**config.mk**
```make
export PLATFORM = sky130hd
export DESIGN_NAME = instruction_state_timing
export DESIGN_NICKNAME = d
export VERILOG_FILES = /design/src/design/state_timing_pkg.sv /design/src/design/state_weight.sv /design/src/design/instruction_state_timing.sv
export SDC_FILE = /design/constraint.sdc
export NUM_CORES = 1
export LEC_CHECK = 0
export BUFFER_PORTS_ARGS = -buffer_cell sky130_fd_sc_hd__buf_2
export CORE_MARGIN = 2
export CORE_UTILIZATION = 49
export DETAILED_ROUTE_END_ITERATION = 8
export PLACE_DENSITY_LB_ADDON = 0.1
export SYNTH_ARGS = -nofsm -noshare
export SYNTH_HDL_FRONTEND = slang
export SYNTH_SLANG_ARGS = --single-unit
```
**constraint.sdc**
```tcl
create_clock -name ref_clk -period 9.1 [get_ports ref_clk]
set_input_delay 1.82 -clock ref_clk [delete_from_list [all_inputs] [get_ports ref_clk]]
set_output_delay 1.82 -clock ref_clk [all_outputs]
set_load 0.03 [all_outputs]
```
**src/design/state_timing_pkg.sv**
```systemverilog
// constants for the instruction state timing block
// assumes a single core clock; state costs are in core clock states
package state_timing_pkg;
    localparam int CNT_W = 4;
    localparam int STATE_W = 8;
    // per-cycle state costs
    localparam logic [1:0] COST_MEM = 2'h2;
    localparam logic [1:0] COST_INTERNAL = 2'h1;
    localparam logic [1:0] COST_PERIPH_FAST = 2'h2;
    localparam logic [1:0] COST_PERIPH_SLOW = 2'h3;
    // instruction classes with a known cycle profile
    typedef enum logic [2:0] {
        CLS_REG_OP = 3'h0,
        CLS_BRANCH = 3'h1,
        CLS_BIT_LOGIC_MEM = 3'h2,
        CLS_BIT_CLEAR_MEM = 3'h3,
        CLS_CALL_INDIRECT = 3'h4,
        CLS_EXPLICIT = 3'h7
    } instr_class_t;
    // fixed counts per class
    localparam logic [3:0] FETCH_ONE = 4'h1;
    localparam logic [3:0] FETCH_TWO = 4'h2;
    localparam logic [3:0] BYTE_ONE = 4'h1;
    localparam logic [3:0] BYTE_TWO = 4'h2;
    localparam logic [3:0] VECTOR_ONE = 4'h1;
    localparam logic [3:0] STACK_ONE = 4'h1;
    localparam logic [3:0] CNT_NONE = 4'h0;
    typedef enum logic [1:0] {
        ST_IDLE = 2'b00,
        ST_RUN = 2'b01,
        ST_LAST = 2'b11
    } exec_state_t;
endpackage

```
**src/design/state_weight.sv**
```systemverilog
// weighted sum of cycle counts by per-cycle state cost
// assumes counts are stable for the cycle in which they are read
`timescale 1ns/1ps
module state_weight
    import state_timing_pkg::*;
#(
    parameter int CW = CNT_W,
    parameter int SW = STATE_W
) (
    // counts
    input wire logic [CW-1:0] n_fetch,
    input wire logic [CW-1:0] n_branch,
    input wire logic [CW-1:0] n_stack,
    input wire logic [CW-1:0] n_byte,
    input wire logic [CW-1:0] n_word,
    input wire logic [CW-1:0] n_internal,
    // costs
    input wire logic [1:0] c_fetch,
    input wire logic [1:0] c_branch,
    input wire logic [1:0] c_stack,
    input wire logic [1:0] c_byte,
    input wire logic [1:0] c_word,
    input wire logic [1:0] c_internal,
    // result
    output logic [SW-1:0] total
);
    function automatic logic [SW-1:0] wt(input logic [CW-1:0] n, input logic [1:0] c);
        wt = SW'(n) * SW'(c);
    endfunction
    assign total = SW'(wt(n_fetch, c_fetch) + wt(n_branch, c_branch) + wt(n_stack, c_stack)
                 + wt(n_byte, c_byte) + wt(n_word, c_word) + wt(n_internal, c_internal));
endmodule

```
**src/design/instruction_state_timing.sv**
```systemverilog
// instruction state timing: total states per instruction and a busy window
// assumes the decoder presents a class or explicit counts with a one-cycle start
// assumes start and its qualifiers come from logic on ref_clk, so no synchroniser
// Summary of operation
// - The total states are the sum over six cycle types of count times per-cycle cost.
// - An instruction fetch from on-chip memory costs two states.
// - An internal operation cycle always costs one state.
// - A byte access to a peripheral costs two or three states by which module is hit.
// - Vector reads and stack cycles to on-chip memory cost two states each.
// - Register ops take one fetch, branches two, bit logic on memory two plus one byte, bit clear two plus two bytes.
`timescale 1ns/1ps
module instruction_state_timing
    import state_timing_pkg::*;
#(
    parameter int CW = CNT_W,
    parameter int SW = STATE_W
) (
    // clock and reset
    input wire logic ref_clk,
    input wire logic rst,
    // instruction request
    input wire logic start,
    input wire instr_class_t instr_class,
    input wire logic byte_to_periph,
    input wire logic periph_slow,
    // explicit counts, used with the explicit class; x_word counts only while byte_to_periph is low
    input wire logic [CW-1:0] x_fetch,
    input wire logic [CW-1:0] x_branch,
    input wire logic [CW-1:0] x_stack,
    input wire logic [CW-1:0] x_byte,
    input wire logic [CW-1:0] x_word,
    input wire logic [CW-1:0] x_internal,
    // results
    output logic [SW-1:0] exec_states,
    output logic busy,
    output logic done
);
    logic [CW-1:0] n_fetch, n_branch, n_stack, n_byte, n_word, n_internal;
    logic [1:0] c_byte;
    logic [SW-1:0] next_total;
    logic [SW-1:0] remaining;
    exec_state_t state;
    logic accept;

    // ----------------------------------------
    // local constants
    // ----------------------------------------
    // shortest window: even a zero total holds busy one state
    localparam logic [SW-1:0] MIN_STATES = SW'(1);

    // ----------------------------------------
    // cycle profile per class
    // ----------------------------------------
    always_comb begin
        n_fetch = CNT_NONE;
        n_branch = CNT_NONE;
        n_stack = CNT_NONE;
        n_byte = CNT_NONE;
        n_word = CNT_NONE;
        n_internal = CNT_NONE;
        case (instr_class)
            CLS_REG_OP: begin
                n_fetch = FETCH_ONE;
            end
            CLS_BRANCH: begin
                n_fetch = FETCH_TWO;
            end
            CLS_BIT_LOGIC_MEM: begin
                n_fetch = FETCH_TWO;
                n_byte = BYTE_ONE;
            end
            CLS_BIT_CLEAR_MEM: begin
                n_fetch = FETCH_TWO;
                n_byte = BYTE_TWO;
            end
            // indirect call, one vector, one push
            CLS_CALL_INDIRECT: begin
                n_fetch = FETCH_TWO;
                n_branch = VECTOR_ONE;
                n_stack = STACK_ONE;
            end
            CLS_EXPLICIT: begin
                n_fetch = x_fetch;
                n_branch = x_branch;
                n_stack = x_stack;
                n_byte = x_byte;
                n_word = byte_to_periph ? CNT_NONE : x_word;
                n_internal = x_internal;
            end
            // unused class codes fall back to the shortest profile
            default: begin
                n_fetch = FETCH_ONE;
            end
        endcase
    end

    // limitation: which module is slow is told from outside, not decoded here
    // peripheral byte cost by module speed
    always_comb begin
        c_byte = COST_MEM;
        if (byte_to_periph) begin
            c_byte = periph_slow ? COST_PERIPH_SLOW : COST_PERIPH_FAST;
        end
    end

    // ----------------------------------------
    // weighting
    // ----------------------------------------
    // fixed memory and internal costs
    state_weight #(.CW(CW), .SW(SW)) u_weight (
        .n_fetch(n_fetch),
        .n_branch(n_branch),
        .n_stack(n_stack),
        .n_byte(n_byte),
        .n_word(n_word),
        .n_internal(n_internal),
        .c_fetch(COST_MEM),
        .c_branch(COST_MEM),
        .c_stack(COST_MEM),
        .c_byte(c_byte),
        .c_word(COST_MEM),
        .c_internal(COST_INTERNAL),
        .total(next_total)
    );

    // ----------------------------------------
    // request acceptance
    // ----------------------------------------
    // a request is only seen while idle; one raised while busy is dropped
    assign accept = start && (state == ST_IDLE);

    // ----------------------------------------
    // latch result
    // ----------------------------------------
    always_ff @(posedge ref_clk) begin
        if (rst) begin
            exec_states <= '0;
        end else if (accept) begin
            exec_states <= next_total;
        end
    end

    // ----------------------------------------
    // execution sequence
    // ----------------------------------------
    // walk the counted states
    always_ff @(posedge ref_clk) begin
        if (rst) begin
            state <= ST_IDLE;
        end else begin
            case (state)
                ST_IDLE: begin
                    // a zero total still finishes in one state
                    if (start) begin
                        if (next_total <= MIN_STATES) begin
                            state <= ST_LAST;
                        end else begin
                            state <= ST_RUN;
                        end
                    end
                end
                ST_RUN: begin
                    if (remaining == MIN_STATES) begin
                        state <= ST_LAST;
                    end
                end
                ST_LAST: begin
                    state <= ST_IDLE;
                end
                default: begin
                    state <= ST_IDLE;
                end
            endcase
        end
    end

    // ----------------------------------------
    // states left
    // ----------------------------------------
    // counts down to the last state
    always_ff @(posedge ref_clk) begin
        if (rst) begin
            remaining <= '0;
        end else if (accept) begin
            // wraps for a zero total, but that path never reads it
            remaining <= next_total - MIN_STATES;
        end else if (state == ST_RUN) begin
            remaining <= remaining - MIN_STATES;
        end
    end

    // ----------------------------------------
    // busy window
    // ----------------------------------------
    // busy for exactly the total states, or for one state when the total is zero
    always_ff @(posedge ref_clk) begin
        if (rst) begin
            busy <= 1'b0;
        end else begin
            busy <= accept || (state == ST_RUN);
        end
    end

    // ----------------------------------------
    // completion pulse
    // ----------------------------------------
    // one cycle, in the cycle busy drops
    always_ff @(posedge ref_clk) begin
        if (rst) begin
            done <= 1'b0;
        end else begin
            done <= (state == ST_LAST);
        end
    end
endmodule

```
==> results of run 1 <==
routing by layer:
metal / share of wire / GRT usage / vias up
met5: 0 / 0 / -
met4: 0.0051 / 0.02551 / 0
met3: 0.037 / 0.04561 / 4
met2: 0.43 / 0.3163 / 26
met1: 0.53 / 0.2884 / 733
li1: - / - / 869
flip-flops by register name, indices dropped and copies added, names as in the netlist:
signal,cells
busy,1
done,1
exec_states,8
remaining,8
state,2
layout make-up:
| type | count | share of cell area |
|---|---|---|
| inverter | 29 | 0.04910 |
| multi-input combinational | 183 | 0.6258 |
| sequential | 20 | 0.1806 |
| timing repair buffer | 41 | 0.09255 |
| tap | 48 | 0.02709 |
| clock buffer | 4 | 0.02483 |
synthesized netlist by cell type, types with 2 or more instances:
master,n
nand3_1,7
o21ai_0,5
o21ai_1,3
fa_1,16
and2_1,10
nor2_1,27
inv_1,29
a21oi_1,16
nand2_1,27
mux2i_1,2
nand4_1,2
nand2b_1,3
o21bai_1,2
nor3_1,2
clkbuf_1,5
dfxtp_1,20
and3_1,5
a211oi_1,4
xor2_1,7
nor3b_1,3
a21o_1,3
ha_1,16
nor2b_1,3
or3b_1,2
xnor2_1,3
how the worst min path moves through the flow:
stage	from	end	cells past startpoint
floorplan	remaining[4]$_SDFFE_PP0P_	remaining[4]$_SDFFE_PP0P_	2
global placement	exec_states[2]$_SDFFE_PP0P_	exec_states[2]$_SDFFE_PP0P_	2
detailed placement	exec_states[0]$_SDFFE_PP0P_	exec_states[0]$_SDFFE_PP0P_	2
CTS	exec_states[2]$_SDFFE_PP0P_	exec_states[2]$_SDFFE_PP0P_	2
global route	exec_states[0]$_SDFFE_PP0P_	exec_states[0]$_SDFFE_PP0P_	2
finish	exec_states[6]$_SDFFE_PP0P_	exec_states[6]$_SDFFE_PP0P_	2
logic make-up after synthesis:
group	after synthesis
adders and majority gates	32
xor gates and xnor gates	10
DFF	20
AOI/OAI and AO/OA	43
and+or+nand+nor	95
muxes	3
buffers and inverters	36
power by group through the flow:
stage          Sequential, mW  Clock, mW  Combinational [mW]
3_3_place_gp            0.113          0               0.154
5_1_grt                 0.113     0.0728               0.177
6_report                0.111     0.0691               0.154
3_5_place_dp            0.113          0               0.154
2_1_floorplan           0.118          0               0.112
4_1_cts                 0.111     0.0706               0.155
metrics by stage:
step                hold WS, ns  std cells  total power, mW
finish                   0.4597        325           0.3338
global route             0.4749        325           0.3633
CTS                      0.4612        325           0.3369
detailed placement       0.4467        321           0.2671
global placement         0.4427        321           0.2667
floorplan                0.4493        239           0.2299
worst max-delay path: cells and delay by family:
kind / cells / cell delay (ns)
AO/OA/AOI/OAI: 1 / 0.36
XOR/XNOR: 3 / 0.52
adder cells (fa/ha/maj): 7 / 2.86
buffers and inverters: 4 / 0.29
AND/OR/NAND/NOR: 5 / 0.90
==> qor.txt, run 1 <==
FF-to-FF setup slack -> 7.17 ns
status -> complete, no violations
number of antenna violations at the first check in global routing -> 0
Synth Warn # -> 0
clk slew on worst S/H paths -> 0.08 ns
DRT Pass-1 Iters -> 4
most common cell after layout, fill and taps aside -> buf_2
grt ovf -> 0
Max Slew Vio Count -> 0
xor/xnor cell area share of the yosys netlist -> 0.04534
first-pass GRT wire length -> 6.941 mm
CTS tree -> yes
core area -> 0.003716 sq mm
port bufs -> 41
share of layout cells above drive strength 1 -> 0.1769
drt drc -> 0
Synth Register Bits -> 20
Mean Syn Cell Area -> 8.083 sq um
crit-path max cell delay -> 0.53 ns
DRT iter0 DRCs -> 101
Worst setup EP type -> flip-flop
P_leak -> 1.092 nW
sw frac -> 0.3966
cts hold-fix bufs -> 0
Max Buffers Root-to-Sink -> 2
Post-CTS Repair Setup Buffers -> 0
chip height -> 66.79 um
Worst VDD drop -> 0.1276 mV
Detail Placement HPWL -> 3.138 mm
switching power -> 0.1324 mW
I/O pin total -> 42
Post-Synth Adder-Cell Area -> 0.2694
Post-synth EDFFs -> 0
Comb power frac -> 0.460
Final GP Congestion -> 0.7999
Post-Syn Area -> 0.001932 sq mm
design area -> 0.002217 sq mm
synthesized instance count -> 239
largest family of logic cells by synthesized area -> adder cells
antenna-violating nets left -> 0
Tightest Pin Transition -> 0.8445 ns
Place WS -> 2.178 ns
HP Class -> flip-flop to flip-flop
Initial Utilization -> 0.5199
Internal Power -> 0.2014 mW
worst skew pair latency -> 0.26 ns
slack of the critical path -> 2.487 ns
post-cts sizing count -> 0
die width -> 66.79 um
final hold violations -> 0
Area contributors post-synth -> dfxtp_1 (21%), fa_1 (17%), ha_1 (10%)
most used cell, CP -> fa_1
Worst R2R Start -> state[0]$_SDFFE_PP0P_
Slowest cell on crit path -> fa_1
Worst Setup EP -> remaining[5]$_SDFFE_PP0P_
Synth top area share -> 0.2073
H-tree levels -> 1
WP data arrival -> 6.77 ns
setup TNS -> 0 ns
Slew HR -> 0.4349
Cell Pwr Density -> 150.6 mW/mm^2
compound-gate portion of the synthesized area -> 0.1470
# rows -> 22
Seq. cell area -> 400.4 sq um
Post-Synth Simple-Gate Area -> 0.2403
Filler Cell Count -> 374
Crit Path Category -> input port to flip-flop
Post-Route WL -> 3.900 mm
crit-path cells -> buf_2, nor2_1, xnor2_1, nor2_1, ha_1, fa_1, xor2_1, fa_1, inv_1, fa_1, inv_1, fa_1, ha_1, inv_1, fa_1, or3b_1, nor2_1, xor2_1, nor2_1, a2111oi_1
count of cell types in the netlist -> 42
Synth Flop Type -> dfxtp_1
maximum number of pins on one net before global-route repair -> 24
Ant. Diodes -> 0
Reg2Reg Depth -> 3
startpoint types -> input port
vias in the first global route -> 1590
Clock Tree Root -> clkbuf_8
Tot GR Track Use -> 0.2008
DR vias/cell -> 5.022
sequential area share after synthesis -> 0.2073
critical path launch point -> instr_class[1]
Clock Power Share -> 0.207
routed via count -> 1632
Fmax achieved -> 0.1512 GHz
Setup Skew -> 0.004404 ns
synthesis-to-finish area growth -> 14.77%
count of final setup violators -> 0
min Tclk post-route -> 6.613 ns
footprint of the multi-input gates -> 0.001388 sq mm
Post-Syn Nets -> 303
Max FO, Critical Path -> 7
Flop pwr share -> 0.333
top cell type by total area after synthesis -> dfxtp_1
reg2reg end -> state[1]$_SDFFE_PP0P_
period utilisation layout -> 0.7267
mux contribution to synthesized area -> 0.01619
CP required -> 9.25 ns
Final Util -> 0.5966
full die area -> 0.004461 sq mm
TritonCTS Buffers -> 3
most frequent cells in the layout -> buf_2 (41), inv_1 (29), nor2_1 (27), nand2_1 (27), dfxtp_1 (20)
async set or reset register ratio after synthesis -> 0
drt wl/cell -> 12.00 um
nets -> 342
MaxCap Viol Count -> 0
RSZ-0062 raised after global routing -> no
placed instance area -> 0.002162 sq mm
# clock sinks -> 20
(Power assumes the default switching activity.)
==> inputs of run 2 (changes only) <==
- clock period: 9.1 -> 6.15 ns (I/O delays scaled with it)
==> qor.txt, run 2 (synthesis results as in run 1) <==
status -> complete, no violations
min Tclk post-route -> 5.842 ns
number of antenna violations at the first check in global routing -> 0 (unchanged)
DRT iter0 DRCs -> 78 (-23%)
DRT Pass-1 Iters -> 4 (unchanged)
Slew HR -> 0.4714 (+0.03651)
most frequent cells in the layout -> buf_2 (41), inv_1 (29), nand2_1 (27), nor2_1 (25), dfxtp_1 (20)
Worst VDD drop -> 0.2084 mV (+63%)
CP required -> 6.33 ns (-2.92 ns)
design area -> 0.002295 sq mm (+3.5%)
WP data arrival -> 6.02 ns (-0.75 ns)
FF-to-FF setup slack -> 4.23 ns (-2.94 ns)
core area -> 0.003716 sq mm (unchanged)
power after layout -> 0.5117 mW (+53%)
Fmax achieved -> 0.1712 GHz
Worst R2R Start -> state[0]$_SDFFE_PP0P_
Detail Placement HPWL -> 3.219 mm (+2.6%)
Post-CTS Repair Setup Buffers -> 0 (unchanged)
final std cells w/o fill -> 332 (+2.2%)
synthesis-to-finish area growth -> 18.78%
Ant. Diodes -> 0 (unchanged)
Worst setup EP type -> flip-flop
# clock sinks -> 20 (unchanged)
drt wl/cell -> 12.24 um (+2.0%)
# rows -> 22 (unchanged)
Final GP Congestion -> 0.7820 (-2.2%)
Initial Utilization -> 0.5199 (unchanged)
Setup Skew -> 0.007807 ns (+0.003403 ns)
worst skew pair latency -> 0.26 ns (about the same)
cts hold-fix bufs -> 0 (unchanged)
Hold Path Cell Cnt -> 2 (unchanged)
Max Buffers Root-to-Sink -> 2 (unchanged)
vias in the first global route -> 1606 (+1.0%)
startpoint types -> input port
MaxCap Viol Count -> 0 (unchanged)
full die area -> 0.004461 sq mm (unchanged)
Cell Pwr Density -> 223.0 mW/mm^2 (+48%)
RSZ-0062 raised after global routing -> no
Tot GR Track Use -> 0.2114 (+0.01064)
Clock Tree Root -> clkbuf_8
first-pass GRT wire length -> 7.224 mm (+4.1%)
HP Class -> flip-flop to flip-flop
period utilisation layout -> 0.9500
share of layout cells above drive strength 1 -> 0.2148 (+0.03789)
die width -> 66.79 um (unchanged)
nets -> 349 (+2.0%)
DR vias/cell -> 5.108 (+1.7%)
hold path endpoint -> exec_states[0]$_SDFFE_PP0P_
P_leak -> 1.133 nW (+3.8%)
H-tree levels -> 1 (unchanged)
most common cell after layout, fill and taps aside -> buf_2
final hold violations -> 0 (unchanged)
DP Cell Count -> 328 (+2.2%)
Reg2Reg Depth -> 3 (unchanged)
routed via count -> 1696 (+3.9%)
Crit Path Category -> input port to flip-flop
Max FO, Critical Path -> 6 (-1)
count of final setup violators -> 0 (unchanged)
HP Start -> exec_states[0]$_SDFFE_PP0P_
Tightest Pin Transition -> 0.7899 ns (-0.05456 ns)
port bufs -> 41 (unchanged)
Post-Route WL -> 4.065 mm (+4.2%)
Filler Cell Count -> 334 (-11%)
TritonCTS Buffers -> 3 (unchanged)
reg2reg end -> state[1]$_SDFFE_PP0P_
chip height -> 66.79 um (unchanged)
Min Hold Slack -> 0.4554 ns (-0.004268 ns)
I/O pin total -> 42 (unchanged)
grt ovf -> 0 (unchanged)
clk slew on worst S/H paths -> 0.07 ns (about the same)
maximum number of pins on one net before global-route repair -> 24 (unchanged)
top flop regs -> exec_states (8), remaining (8), state (2)
antenna-violating nets left -> 0 (unchanged)
drt drc -> 0 (unchanged)
Max Slew Vio Count -> 0 (unchanged)
critical path launch point -> instr_class[1]
placed instance area -> 0.002215 sq mm (+2.4%)
CTS tree -> yes
## run 2: layout make-up
class / instances / area, sq um / area share
repair buffers: 48 / 257.7 / 0.1123
well taps: 48 / 60.06 / 0.02617
inverters: 29 / 108.9 / 0.04744
flip-flops and latches: 20 / 400.4 / 0.1745
clock buffers: 4 / 55.05 / 0.02399
multi-input cells: 183 / 1413 / 0.6156
## run 2: metal layers
layer / GRT usage / vias up / share of wire
met2: 0.3313 / 31 / 0.44
li1: - / 879 / -
met3: 0.04054 / 5 / 0.048
met4: 0.03061 / 0 / 0.0047
met1: 0.3083 / 781 / 0.51
met5: 0 / - / 0
## run 2: critical path, stage by stage
cell and delay [ns]:
buf_2 0.12, buf_4 0.14, and3_1 0.21, and2_1 0.21
fa_1 0.44, xor2_1 0.19, fa_1 0.48, inv_1 0.06
fa_1 0.53, inv_1 0.05, fa_1 0.53, ha_1 0.18
inv_1 0.06, fa_1 0.49, or3b_4 0.40, nor2_1 0.13
nand2_1 0.08, or4_1 0.40, o211ai_1 0.09
## run 2: timing repair
item,in CTS,in global routing
endpoints found under the hold margin,0,0
setup endpoints to repair,0,3
gates resized for setup,0,6
## run 2: stage by stage
step	setup TNS (ns)	setup WS [ns]	util
final	0	0.3075	0.6175
after global routing	0	0.03036	0.6175
after CTS	0	0.2101	0.6108
after detailed placement	-0.05637	-0.04900	0.5960
after global placement	0	0.02934	0.5960
after floorplan	0	0.2457	-
## run 2: worst max path at each step
stage,slack (ns),end,depth (start not counted)
6_report,0.31,remaining[6]$_SDFFE_PP0P_,19
2_1_floorplan,0.25,remaining[5]$_SDFFE_PP0P_,19
5_1_grt,0.03,remaining[5]$_SDFFE_PP0P_,20
3_3_place_gp,0.03,remaining[5]$_SDFFE_PP0P_,20
4_1_cts,0.21,remaining[5]$_SDFFE_PP0P_,20
3_5_place_dp,-0.05,remaining[5]$_SDFFE_PP0P_,20
## run 2: report_power, final
group / internal [mW] / switching [mW]
combinational: 0.106 / 0.141
sequential: 0.148 / 0.0164
clock: 0.0570 / 0.0433
total: 0.311 / 0.201
==> inputs of run 3 (changes only) <==
- ABC_AREA: unset -> 1
- CORE_UTILIZATION: 49 -> 55
==> qor.txt, run 3 <==
Synth Flop Type -> dfxtp_1
status -> complete, no violations
number of antenna violations at the first check in global routing -> 0 (unchanged)
most common cell after layout, fill and taps aside -> inv_1
xor/xnor cell area share of the yosys netlist -> 0.02701 (-0.01833)
largest family of logic cells by synthesized area -> adder cells
Max FO, Critical Path -> 4 (-2)
share of layout cells above drive strength 1 -> 0.1626 (-0.05221)
routed via count -> 1882 (+11%)
cts hold-fix bufs -> 0 (unchanged)
Post-Syn Nets -> 347 (+15%)
CP required -> 6.36 ns (+0.03 ns)
Setup Skew -> 0.005230 ns (-0.002576 ns)
Detail Placement HPWL -> 3.325 mm (+3.3%)
Post-Synth Simple-Gate Area -> 0.2431 (+0.002802)
most common cell in the synthesized netlist -> inv_1
Synth Register Bits -> 20 (unchanged)
Commonest cells post-synth -> inv_1 (58), nand2_1 (46), nor2_1 (33)
maximum number of pins on one net before global-route repair -> 22 (-8.3%)
Post-Synth Adder-Cell Area -> 0.2675 (-0.001906)
full die area -> 0.004029 sq mm (-9.7%)
Synth Warn # -> 0 (unchanged)
DRT Pass-1 Iters -> 5 (+1)
Max Slew Vio Count -> 0 (unchanged)
antenna-violating nets left -> 0 (unchanged)
period utilisation layout -> 0.9126 (-0.03741)
Synth top area share -> 0.2058 (-0.001466)
final hold violations -> 0 (unchanged)
Final Util -> 0.6685 (+0.05102)
synthesized instance count -> 283 (+18%)
MaxCap Viol Count -> 0 (unchanged)
Final GP Congestion -> 0.8762 (+12%)
CTS tree -> yes
clk slew on worst S/H paths -> 0.11 ns (+0.04 ns)
Min Hold Slack -> 0.4839 ns (+0.02851 ns)
HP Class -> flip-flop to flip-flop
compound-gate portion of the synthesized area -> 0.1293 (-0.01776)
top cell type by total area after synthesis -> dfxtp_1
Post-synth EDFFs -> 0 (unchanged)
I/O pin total -> 42 (unchanged)
H-tree levels -> 1 (unchanged)
Post-Route WL -> 3.996 mm (-1.7%)
Post-CTS Repair Setup Buffers -> 0 (unchanged)
Max Buffers Root-to-Sink -> 2 (unchanged)
top flop regs -> exec_states (8), remaining (8), state (2)
min Tclk post-route -> 5.612 ns (-0.2301 ns)
most frequent cells in the layout -> inv_1 (58), nand2_1 (46), buf_2 (41), nor2_1 (33), a21oi_1 (25)
synthesis-to-finish area growth -> 15.56%
count of cell types in the netlist -> 22 (-48%)
vias in the first global route -> 1758 (+9.5%)
Clock Tree Root -> clkbuf_4
nets -> 391 (+12%)
async set or reset register ratio after synthesis -> 0 (unchanged)
Worst setup EP type -> flip-flop
WP data arrival -> 5.82 ns (-0.20 ns)
Tightest Pin Transition -> 0.4047 ns (-0.3852 ns)
TritonCTS Buffers -> 3 (unchanged)
RSZ-0062 raised after global routing -> no
Ant. Diodes -> 0 (unchanged)
first-pass GRT wire length -> 7.238 mm (+0.19%)
Crit Path Category -> input port to flip-flop
setup TNS -> 0 ns (unchanged)
Fmax achieved -> 0.1782 GHz (+4.1%)
port bufs -> 41 (unchanged)
chip height -> 63.48 um (-5.0%)
Filler Cell Count -> 335 (+0.30%)
drt wl/cell -> 10.74 um (-12%)
worst skew pair latency -> 0.30 ns (+0.04 ns)
Area contributors post-synth -> dfxtp_1 (21%), fa_1 (16%), inv_1 (11%)
die width -> 63.48 um (-5.0%)
grt ovf -> 0 (unchanged)
count of final setup violators -> 0 (unchanged)
startpoint types -> input port
Mean Syn Cell Area -> 6.875 sq um (-15%)
drt drc -> 0 (unchanged)
sequential area share after synthesis -> 0.2058 (-0.001466)
Post-Syn Area -> 0.001946 sq mm (+0.71%)
mux contribution to synthesized area -> 0 (-0.01619)
DR vias/cell -> 5.059 (-0.96%)
# rows -> 21 (-4.5%)
P_leak -> 1.220 nW (+7.7%)
Cell Pwr Density -> 209.0 mW/mm^2 (-6.3%)
DRT iter0 DRCs -> 127 (+63%)
Worst VDD drop -> 0.1910 mV (-8.3%)
core area -> 0.003363 sq mm (-9.5%)
Slew HR -> 0.7299 (+0.2585)
Initial Utilization -> 0.5785 (+0.05863)
# clock sinks -> 20 (unchanged)
post-cts sizing count -> 0 (unchanged)
Tot GR Track Use -> 0.2215 (+0.01012)
==> run 3: changes by cell type after synthesis, sizes merged, moves of 4 or more <==
| cell | previous run | this run |
|---|---|---|
| inv | 29 | 59 |
| nor3 | 2 | 6 |
| nand3 | 7 | 19 |
| nand2 | 27 | 46 |
| a21oi | 16 | 25 |
| and2 | 10 | 0 |
| nor2 | 27 | 35 |
| o21ai | 8 | 19 |
| a211oi | 4 | 0 |
| and3 | 5 | 0 |
==> run 3: final cells by class <==
cell class,instances,area [sq um],area share
clock buffers,4,36.28,0.01614
well taps,46,57.56,0.02560
multi-input cells,198,1297,0.5771
inverters,59,221.5,0.09850
repair buffers,45,235.2,0.1046
flip-flops and latches,20,400.4,0.1781
==> run 3: metal layers <==
metal,global-route usage,vias up,share of wire
met5,0,-,0
met4,0.02989,0,0.0030
met3,0.04464,4,0.064
met2,0.3632,66,0.45
met1,0.3105,833,0.48
li1,-,979,-
==> run 3: kinds of logic (layout without fill, tap and decap cells) <==
logic type / count (synthesis) / count (layout)
xor+xnor: 6 / 6
fa+ha+maj: 32 / 32
simple gates: 112 / 112
compound gates: 48 / 48
buf+inv: 65 / 108
flops: 20 / 20
==> run 3: final timing paths <==
kind,to,slack [ns],cells after the start,startpoint
setup reg to reg,remaining[7]$_SDFFE_PP0P_,4.70,8,remaining[2]$_SDFFE_PP0P_
hold reg to reg,exec_states[0]$_SDFFE_PP0P_,0.48,2,exec_states[0]$_SDFFE_PP0P_
setup / recovery,remaining[7]$_SDFFE_PP0P_,0.54,24,instr_class[1]
hold / removal,exec_states[0]$_SDFFE_PP0P_,0.48,2,exec_states[0]$_SDFFE_PP0P_
==> run 3: worst max-delay path, cell delays in order <==
cell and delay (ns):
buf_2 0.12, nor3_1 0.25, inv_1 0.11, nand2_1 0.07, nor2_1 0.04, ha_1 0.23
fa_1 0.42, xor2_1 0.19, fa_1 0.48, inv_1 0.05, fa_1 0.53, inv_1 0.06
fa_1 0.54, ha_1 0.19, inv_1 0.06, fa_1 0.43, xor2_1 0.26, nand2_1 0.14
nor2_2 0.14, nand2_1 0.07, nand2_1 0.05, nand3_1 0.06, nand2_1 0.07, nand2_1 0.04
==> run 3: metrics by stage <==
step	setup WS, ns	instance area (sq um)	power [mW]	cells
6_report	0.5376	2248	0.4700	372
5_1_grt	0.2757	2248	0.5150	372
4_1_cts	0.5686	2248	0.4703	372
3_5_place_dp	0.2510	2212	0.3948	368
3_3_place_gp	0.4336	2212	0.3911	368
2_1_floorplan	0.6707	1946	0.3366	283
==> run 3: where the power goes <==
part           internal (mW)  leakage (nW)  switching, mW  total, mW
combinational         0.0867          1.03          0.145      0.232
clock                 0.0361        0.0210         0.0398     0.0759
sequential             0.148         0.165         0.0138      0.162
